==> src/dio_defs.svh <==
// Constants for the digital I/O word port: register offsets, reset values, vector codes.
// Assumes a 16-bit processor bus with a byte address and two byte enables.
`ifndef DIO_DEFS_SVH
`define DIO_DEFS_SVH

// ----------------------------------------------------------------
// Register byte offsets (even word addresses, low byte = port 1)
// ----------------------------------------------------------------
`define DIO_OFS_IN   5'h00
`define DIO_OFS_OUT  5'h02
`define DIO_OFS_DIR  5'h04
`define DIO_OFS_REN  5'h06
`define DIO_OFS_DS   5'h08
`define DIO_OFS_SEL  5'h0A
`define DIO_OFS_PORT1_VECTOR_REG 5'h0E
`define DIO_OFS_IES  5'h18
`define DIO_OFS_IE   5'h1A
`define DIO_OFS_IFG  5'h1C
`define DIO_OFS_PORT2_VECTOR_REG 5'h1E

// ----------------------------------------------------------------
// Reset values and vector encoding
// ----------------------------------------------------------------
`define DIO_RST_WORD  16'h0000
`define DIO_VEC_NONE  8'h00
`define DIO_VEC_BASE  8'h02
`define DIO_SYNC_LAT  2

`endif

==> src/dio_pkg.sv <==
// Types shared by the digital I/O word port.
// Assumes dio_defs.svh supplies all numeric constants.
package dio_pkg;
    typedef logic [15:0] dio_word_t;

    // Pad control bundle handed to the pad ring
    typedef struct packed {
        dio_word_t drive;
        dio_word_t drive_en;
        dio_word_t pull_en;
        dio_word_t pull_up;
        dio_word_t drive_full;
    } dio_pad_s;
endpackage

==> src/dio_port.sv <==
// Digital I/O word port: two byte ports with edge flags and prioritised vectors.
// Assumes one 250 MHz clock, pins asynchronous, pad ring resolves the pin level.
`include "dio_defs.svh"
`timescale 1ns/100ps
`default_nettype none

// Function
// - Input register returns synchronised pin level, read-only
// - Output pin drives output register bit
// - Output bit chooses pullup or pulldown
// - Direction bit sets pin output enable always
// - Pull enable active only for input pins
// - Drive strength bit, reduced drive after reset
// - Function select routes pin, keeps direction
// - Selected peripheral pins never set flags
// - Peripheral input follows pin, holds when deselected
// - Flags prioritised, bit zero highest
// - Vector shows highest pending enabled flag
// - Vector zero idle, else two plus twice
// - Chosen edge sets the pin flag
// - Edge select zero rising, one falling
// - Request needs flag, enable and global enable
// - Enable bit one allows flag interrupt
// - Software writing one sets a flag
// - Edges set flags, levels never; none lost
// - Pin changes from port writes may flag
// - Edge select change flags matching level
// - Vector low byte access clears winner
// - Remaining flags raise request again immediately
// - Port two has its own vector
// - Word write both bytes, byte write one
// - Word read sixteen bits, byte read half
// - Missing pins read zero, ignore writes
module dio_port #(
    parameter int P1_PINS = 8,
    parameter int P2_PINS = 8
) (
    // Clock and reset
    input wire logic clk_in,
    input wire logic srst_in,
    // Processor bus
    input wire logic [4:0] bus_addr_in,
    input wire logic bus_rd_in,
    input wire logic bus_wr_in,
    input wire logic [1:0] bus_be_in,
    input wire logic [15:0] bus_wdata_in,
    output logic [15:0] bus_rdata_out,
    output logic bus_rvalid_out,
    // Pins and pad control
    input wire logic [15:0] pin_in,
    output dio_pkg::dio_pad_s pad_out,
    // Peripheral side
    input wire logic [15:0] periph_drive_in,
    output logic [15:0] periph_in_out,
    // Interrupt request
    input wire logic global_irq_enable_in,
    output logic irq_p1_out,
    output logic irq_p2_out
);
    import dio_pkg::*;

    // ----------------------------------------------------------------
    // Elaboration check
    // ----------------------------------------------------------------
    if (P1_PINS < 1 || P1_PINS > 8 || P2_PINS < 1 || P2_PINS > 8) begin : g_bad_width
        $error("dio_port: pin counts must be 1 to 8");
    end

    // Implemented-pin mask; missing pins read zero and ignore writes
    localparam logic [15:0] PIN_MASK = {8'(({8{1'b1}} << P2_PINS) ^ {8{1'b1}}),
                                        8'(({8{1'b1}} << P1_PINS) ^ {8{1'b1}})};

    // ----------------------------------------------------------------
    // Helpers
    // ----------------------------------------------------------------
    // Byte-lane merge of a bus write
    function automatic dio_word_t merge(input dio_word_t old, input dio_word_t wd, input logic [1:0] be);
        dio_word_t r;
        r = old;
        if (be[0]) begin
            r[7:0] = wd[7:0];
        end
        if (be[1]) begin
            r[15:8] = wd[15:8];
        end
        return r & PIN_MASK;
    endfunction

    // One-hot of the lowest set bit; bit 0 wins
    function automatic logic [7:0] lowest(input logic [7:0] v);
        return v & (~v + 8'h01);
    endfunction

    // Vector code: zero when idle, else 2 + 2 * index
    function automatic logic [7:0] vec_code(input logic [7:0] v);
        logic [7:0] c;
        c = `DIO_VEC_NONE;
        for (int i = 7; i >= 0; i--) begin
            if (v[i]) begin
                c = `DIO_VEC_BASE + 8'(2 * i);
            end
        end
        return c;
    endfunction

    // ----------------------------------------------------------------
    // State
    // ----------------------------------------------------------------
    dio_word_t sync1_reg, sync2_reg, prev_reg;
    dio_word_t out_reg, out_next, dir_reg, dir_next, ren_reg, ren_next;
    dio_word_t ds_reg, ds_next, sel_reg, sel_next;
    dio_word_t ies_reg, ies_next, ie_reg, ie_next, ifg_reg, ifg_next;
    dio_word_t periph_reg, periph_next;
    dio_pad_s pad_reg, pad_next;
    logic [15:0] rdata_reg, rdata_next;
    logic rvalid_reg, rvalid_next;
    logic irq1_reg, irq1_next, irq2_reg, irq2_next;

    // Combinational helpers
    dio_word_t pend, edge_hit, ies_hit, vec_clr, hw_set;
    logic [7:0] vec1, vec2;
    logic acc1, acc2;

    // ----------------------------------------------------------------
    // Input synchroniser
    // ----------------------------------------------------------------
    // First stage feeds only the second; edges compare stage two with its past
    always_ff @(posedge clk_in) begin
        if (srst_in) begin
            sync1_reg <= `DIO_RST_WORD;
            sync2_reg <= `DIO_RST_WORD;
            prev_reg <= `DIO_RST_WORD;
        end else begin
            sync1_reg <= pin_in;
            sync2_reg <= sync1_reg;
            prev_reg <= sync2_reg;
        end
    end

    // ----------------------------------------------------------------
    // Interrupt sources and vectors
    // ----------------------------------------------------------------
    always_comb begin
        pend = ifg_reg & ie_reg;
        vec1 = vec_code(pend[7:0]);
        vec2 = vec_code(pend[15:8]);
        acc1 = (bus_rd_in || bus_wr_in) && bus_addr_in == `DIO_OFS_PORT1_VECTOR_REG && bus_be_in[0];
        acc2 = (bus_rd_in || bus_wr_in) && bus_addr_in == `DIO_OFS_PORT2_VECTOR_REG && bus_be_in[0];
        vec_clr = {acc2 ? lowest(pend[15:8]) : 8'h00, acc1 ? lowest(pend[7:0]) : 8'h00};
        // Edge per pin as chosen by edge select; level alone never flags
        edge_hit = (~ies_reg & sync2_reg & ~prev_reg) | (ies_reg & ~sync2_reg & prev_reg);
        ies_next = (bus_wr_in && bus_addr_in == `DIO_OFS_IES) ? merge(ies_reg, bus_wdata_in, bus_be_in) : ies_reg;
        // Edge select change with pin already at the new edge's end level
        ies_hit = (ies_next & ~ies_reg & ~sync2_reg) | (~ies_next & ies_reg & sync2_reg);
        hw_set = (edge_hit | ies_hit) & ~sel_reg & PIN_MASK;
    end

    // ----------------------------------------------------------------
    // Register file next state
    // ----------------------------------------------------------------
    // Hardware set wins over vector clear and software clear
    always_comb begin
        out_next = out_reg;
        dir_next = dir_reg;
        ren_next = ren_reg;
        ds_next = ds_reg;
        sel_next = sel_reg;
        ie_next = ie_reg;
        ifg_next = ifg_reg;
        if (bus_wr_in) begin
            unique case (bus_addr_in)
                `DIO_OFS_OUT: out_next = merge(out_reg, bus_wdata_in, bus_be_in);
                `DIO_OFS_DIR: dir_next = merge(dir_reg, bus_wdata_in, bus_be_in);
                `DIO_OFS_REN: ren_next = merge(ren_reg, bus_wdata_in, bus_be_in);
                `DIO_OFS_DS: ds_next = merge(ds_reg, bus_wdata_in, bus_be_in);
                `DIO_OFS_SEL: sel_next = merge(sel_reg, bus_wdata_in, bus_be_in);
                `DIO_OFS_IE: ie_next = merge(ie_reg, bus_wdata_in, bus_be_in);
                `DIO_OFS_IFG: ifg_next = merge(ifg_reg, bus_wdata_in, bus_be_in);
                default: ;
            endcase
        end
        ifg_next = ((ifg_next & ~vec_clr) | hw_set) & PIN_MASK;
        // Request while any enabled flag stays pending and globally enabled
        irq1_next = |(ifg_next[7:0] & ie_next[7:0]) & global_irq_enable_in;
        irq2_next = |(ifg_next[15:8] & ie_next[15:8]) & global_irq_enable_in;
    end

    // ----------------------------------------------------------------
    // Read path
    // ----------------------------------------------------------------
    // Registered read; one cycle after the strobe; unmapped reads give zero
    always_comb begin
        rdata_next = 16'h0000;
        rvalid_next = bus_rd_in;
        if (bus_rd_in) begin
            unique case (bus_addr_in)
                `DIO_OFS_IN: rdata_next = sync2_reg & PIN_MASK;
                `DIO_OFS_OUT: rdata_next = out_reg;
                `DIO_OFS_DIR: rdata_next = dir_reg;
                `DIO_OFS_REN: rdata_next = ren_reg;
                `DIO_OFS_DS: rdata_next = ds_reg;
                `DIO_OFS_SEL: rdata_next = sel_reg;
                `DIO_OFS_IES: rdata_next = ies_reg;
                `DIO_OFS_IE: rdata_next = ie_reg;
                `DIO_OFS_IFG: rdata_next = ifg_reg;
                `DIO_OFS_PORT1_VECTOR_REG: rdata_next = {8'h00, vec1};
                `DIO_OFS_PORT2_VECTOR_REG: rdata_next = {8'h00, vec2};
                default: rdata_next = 16'h0000;
            endcase
            // Byte read returns only that half in the low lane
            if (bus_be_in == 2'b10) begin
                rdata_next = {8'h00, rdata_next[15:8]};
            end else if (bus_be_in == 2'b01) begin
                rdata_next = {8'h00, rdata_next[7:0]};
            end
        end
    end

    // ----------------------------------------------------------------
    // Pad control and peripheral input
    // ----------------------------------------------------------------
    always_comb begin
        pad_next.drive = ((sel_reg & periph_drive_in) | (~sel_reg & out_reg)) & PIN_MASK;
        pad_next.drive_en = dir_reg;
        // Pull only when an input; output bit picks its sense
        pad_next.pull_en = ren_reg & ~dir_reg;
        pad_next.pull_up = out_reg & ren_reg & ~dir_reg;
        pad_next.drive_full = ds_reg & dir_reg;
        // Latched copy of the pin: follows while selected, holds after
        periph_next = (sel_reg & sync2_reg) | (~sel_reg & periph_reg);
    end

    // ----------------------------------------------------------------
    // Registers
    // ----------------------------------------------------------------
    always_ff @(posedge clk_in) begin
        if (srst_in) begin
            out_reg <= `DIO_RST_WORD;
            dir_reg <= `DIO_RST_WORD;
            ren_reg <= `DIO_RST_WORD;
            ds_reg <= `DIO_RST_WORD;
            sel_reg <= `DIO_RST_WORD;
            ies_reg <= `DIO_RST_WORD;
            ie_reg <= `DIO_RST_WORD;
            ifg_reg <= `DIO_RST_WORD;
            periph_reg <= `DIO_RST_WORD;
            pad_reg <= '0;
            rdata_reg <= 16'h0000;
            rvalid_reg <= 1'b0;
            irq1_reg <= 1'b0;
            irq2_reg <= 1'b0;
        end else begin
            out_reg <= out_next;
            dir_reg <= dir_next;
            ren_reg <= ren_next;
            ds_reg <= ds_next;
            sel_reg <= sel_next;
            ies_reg <= ies_next;
            ie_reg <= ie_next;
            ifg_reg <= ifg_next;
            periph_reg <= periph_next;
            pad_reg <= pad_next;
            rdata_reg <= rdata_next;
            rvalid_reg <= rvalid_next;
            irq1_reg <= irq1_next;
            irq2_reg <= irq2_next;
        end
    end

    assign bus_rdata_out = rdata_reg;
    assign bus_rvalid_out = rvalid_reg;
    assign pad_out = pad_reg;
    assign periph_in_out = periph_reg;
    assign irq_p1_out = irq1_reg;
    assign irq_p2_out = irq2_reg;
endmodule

`default_nettype wire

==> config.mk <==
export PLATFORM = sky130hd
export DESIGN_NAME = dio_port
export DESIGN_NICKNAME = d
export VERILOG_FILES = /design/src/dio_pkg.sv /design/src/dio_port.sv
export VERILOG_INCLUDE_DIRS = /design/src /design/src/src
export SDC_FILE = /design/constraint.sdc
export NUM_CORES = 1
export LEC_CHECK = 0
export BUFFER_PORTS_ARGS = -buffer_cell sky130_fd_sc_hd__buf_2
export CAP_MARGIN = 25
export CELL_PAD_IN_SITES_DETAIL_PLACEMENT = 1
export CELL_PAD_IN_SITES_GLOBAL_PLACEMENT = 1
export CORE_MARGIN = 2
export CORE_UTILIZATION = 39
export DETAILED_ROUTE_END_ITERATION = 8
export GPL_TIMING_DRIVEN = 1
export PLACE_DENSITY_LB_ADDON = 0.1
export SYNTH_ARGS = -nofsm -noshare
export SYNTH_HDL_FRONTEND = slang
export SYNTH_SLANG_ARGS = --single-unit
==> constraint.sdc <==
create_clock -name clk_in -period 2.6 [get_ports clk_in]
set_clock_uncertainty 0.2 [all_clocks]
set_input_delay 0.52 -clock clk_in [delete_from_list [all_inputs] [get_ports clk_in]]
set_output_delay 0.52 -clock clk_in [all_outputs]
set_load 0.01 [all_outputs]
==> metrics.cfg <==
[power_and_ir_drop]
ir_drop_uv = 497
powerDensity_nw_per_um2 = 639
power.leakage_nw = 6.04

[cts]
cts_tree = built
cts_sinks = 291
postCtsHoldBufs = 29
postCtsSetupBuffers = 0
clockBufferDepth = 3
cts-buffers-inserted = 31
clock_insertion_delay_worst_skew_ns = 0.57
post_cts.resized_instances = 0
h-tree-depth = 1
clock_edge_transition_at_the_registers_on_the_reported_setup_and_hold_paths_ns = 0.06
clock-root-buffer = clkbuf_16

[critical_path]
cp-end-kind = register
cp.required_ns = 2.85
worst-path-max-fanout = 5
wp_data_arrival_ns = 2.52
critical_path_class = register to register
setup.worst_path.start_class = register

[floorplanning]
io_pins = 175
die_height_um = 177
floorplan.die_area_um2 = 31300
die-width_um = 177
core-area_um2 = 29600
starting_density_of_the_core_pct = 39.4
floorplan_row_count = 63

[global_routing]
global_route.overflow_total = 0
grt_first_pass_wirelength_mm = 60.3
grt_util_all_layers_pct = 25.1
grt_max_degree = 67
number_of_antenna_violations_at_the_first_check_in_global_routing = 0
first_global_vias = 9999

[placement]
gp_congestion = 0.904
io_buffer_count = 174
place_hpwl_mm = 29.7
post_dp_cell_area_um2 = 13600

[timing]
setup_viol = 0
final-max-slew-violation-count = 0
max_clock_freq_mhz = 441
post-route-period-util_pct = 87.2
timing_worst_slew_pin_value_ns = 0.479
relSlewSlack_pct = 68.1
timing_hold_violations_final = 0
grt_setup_unrepaired = false
period_minus_slack_ns = 2.27

[routing]
via_per_inst = 5.33
routed_wirelength_mm = 39.4
dr_total_vias = 10100
remaining_number_of_nets_flagged_by_the_antenna_check_after_routing = 0
firstDrtPassIters = 8
post_drt_wl_per_cell_um = 20.8
drt_iter0_markers = 686
drc = 0

[yosys]
postSynth.asyncResetShare_pct = 0
synth_area_leader_cell = dfxtp_1
net_count_of_the_mapped_netlist = 1287
yosys_warnings = 0
yosys.area.top_type_share_pct = 50.0
synth-edff-count = 0
avgSynthCellArea_um2 = 9.50
synthesis.instances = 1226
synth_sequential_area_ratio_pct = 50.0
ranking_of_synthesized_cells_by_area = dfxtp_1 (50%), mux2i_1 (12%), nor2_1 (4.6%)
synth.distinct_cells = 62
synthFlopType = dfxtp_1
ys_ff_latch = 291
netlist_area_um2 = 11700

[final_layout]
flow.area_growth_from_synthesis_pct = 27.6
final_net_count = 1543
final_common_cell = dfxtp_1
finish.instance_area_um2 = 14900
most-common-layout-cells = dfxtp_1 (291), buf_2 (173), mux2i_1 (143)
final_cell_utilization_of_the_core_pct = 50.3
largest_register_ff_count = 80
insertedDiodeCount = 0
drive_gt1_share_pct = 22.6

[hold_path]
class_of_the_worst_hold_path = input port to register

[run]
max_cap_viol_count = 0

[run_status]
outcome = finished clean

-- stage by stage --
step           std cells  TNS, ns  worst slack, ns  power (mW)  hold WS [ns]
6_report            1895        0            0.334        9.50        0.0239
2_1_floorplan       1226        0          0.00161        4.94         0.214
3_5_place_dp        1810   -0.839           -0.119        5.17         0.227
5_1_grt             1895        0            0.214        9.84       0.00958
3_3_place_gp        1810   -0.388           -0.109        5.15         0.216
4_1_cts             1895        0            0.368        9.59       0.00144
-- Yosys cell counts (all sizes together), types with 26 or more instances --
library cell and count:
and2 36, a21oi 76, mux2i 143, nand2b 36, clkbuf 46, a22oi 34
nor2 145, buf 26, nand2 107, nand3 37, nor2b 71, dfxtp 291
o22ai 45
-- per-layer routing --
metal | vias to the layer above | share of wire [%] | global-route usage (%)
met5 | - | 0 | 0
met4 | 0 | 1.6 | 4.92
met3 | 49 | 7.0 | 3.99
met2 | 357 | 40 | 35.4
met1 | 4881 | 52 | 39.9
li1 | 4806 | - | -
-- worst paths after layout --
path                                   start            to  slack (ns)  cells after the start
worst max register to register    ifg_reg[4]    irq_p1_out        0.33                      6
worst max-delay path              ifg_reg[4]    irq_p1_out        0.33                      6
worst min-delay path                 srst_in   ies_reg[15]        0.02                      2
worst min register to register  sync1_reg[9]  sync2_reg[9]        0.23                      1
-- worst max-delay path, stage by stage (launching register included) --
cell	delay, ns
dfxtp_1	0.37
a22oi_1	0.42
nand4_1	0.19
nor3_1	0.26
o22a_1	0.21
o22ai_1	0.09
o41a_1	0.41
-- power by group --
group | total [mW] | internal [mW] | switching [mW]
Clock | 4.39 | 2.56 | 1.83
Sequential | 4.58 | 4.51 | 0.0642
Combinational | 0.529 | 0.222 | 0.306
-- logic make-up after synthesis --
logic type	Yosys count	synth area share (%)
and+or+nand+nor	503	22.4
DFF	291	50.0
AOI/OAI and AO/OA	211	12.0
muxes	144	12.4
buffers and inverters	76	3.09
adders and majority gates	1	0.107
-- cell type report --
class	instances	area, um2
fill	3359	14700
sequential	291	5830
multi-input combinational	859	5470
timing repair buffer	295	2060
clock buffer	43	881
tap	390	488
clock inverter	13	138
inverter	4	15.0
No activity file was read; power rests on OpenSTA's default activity.
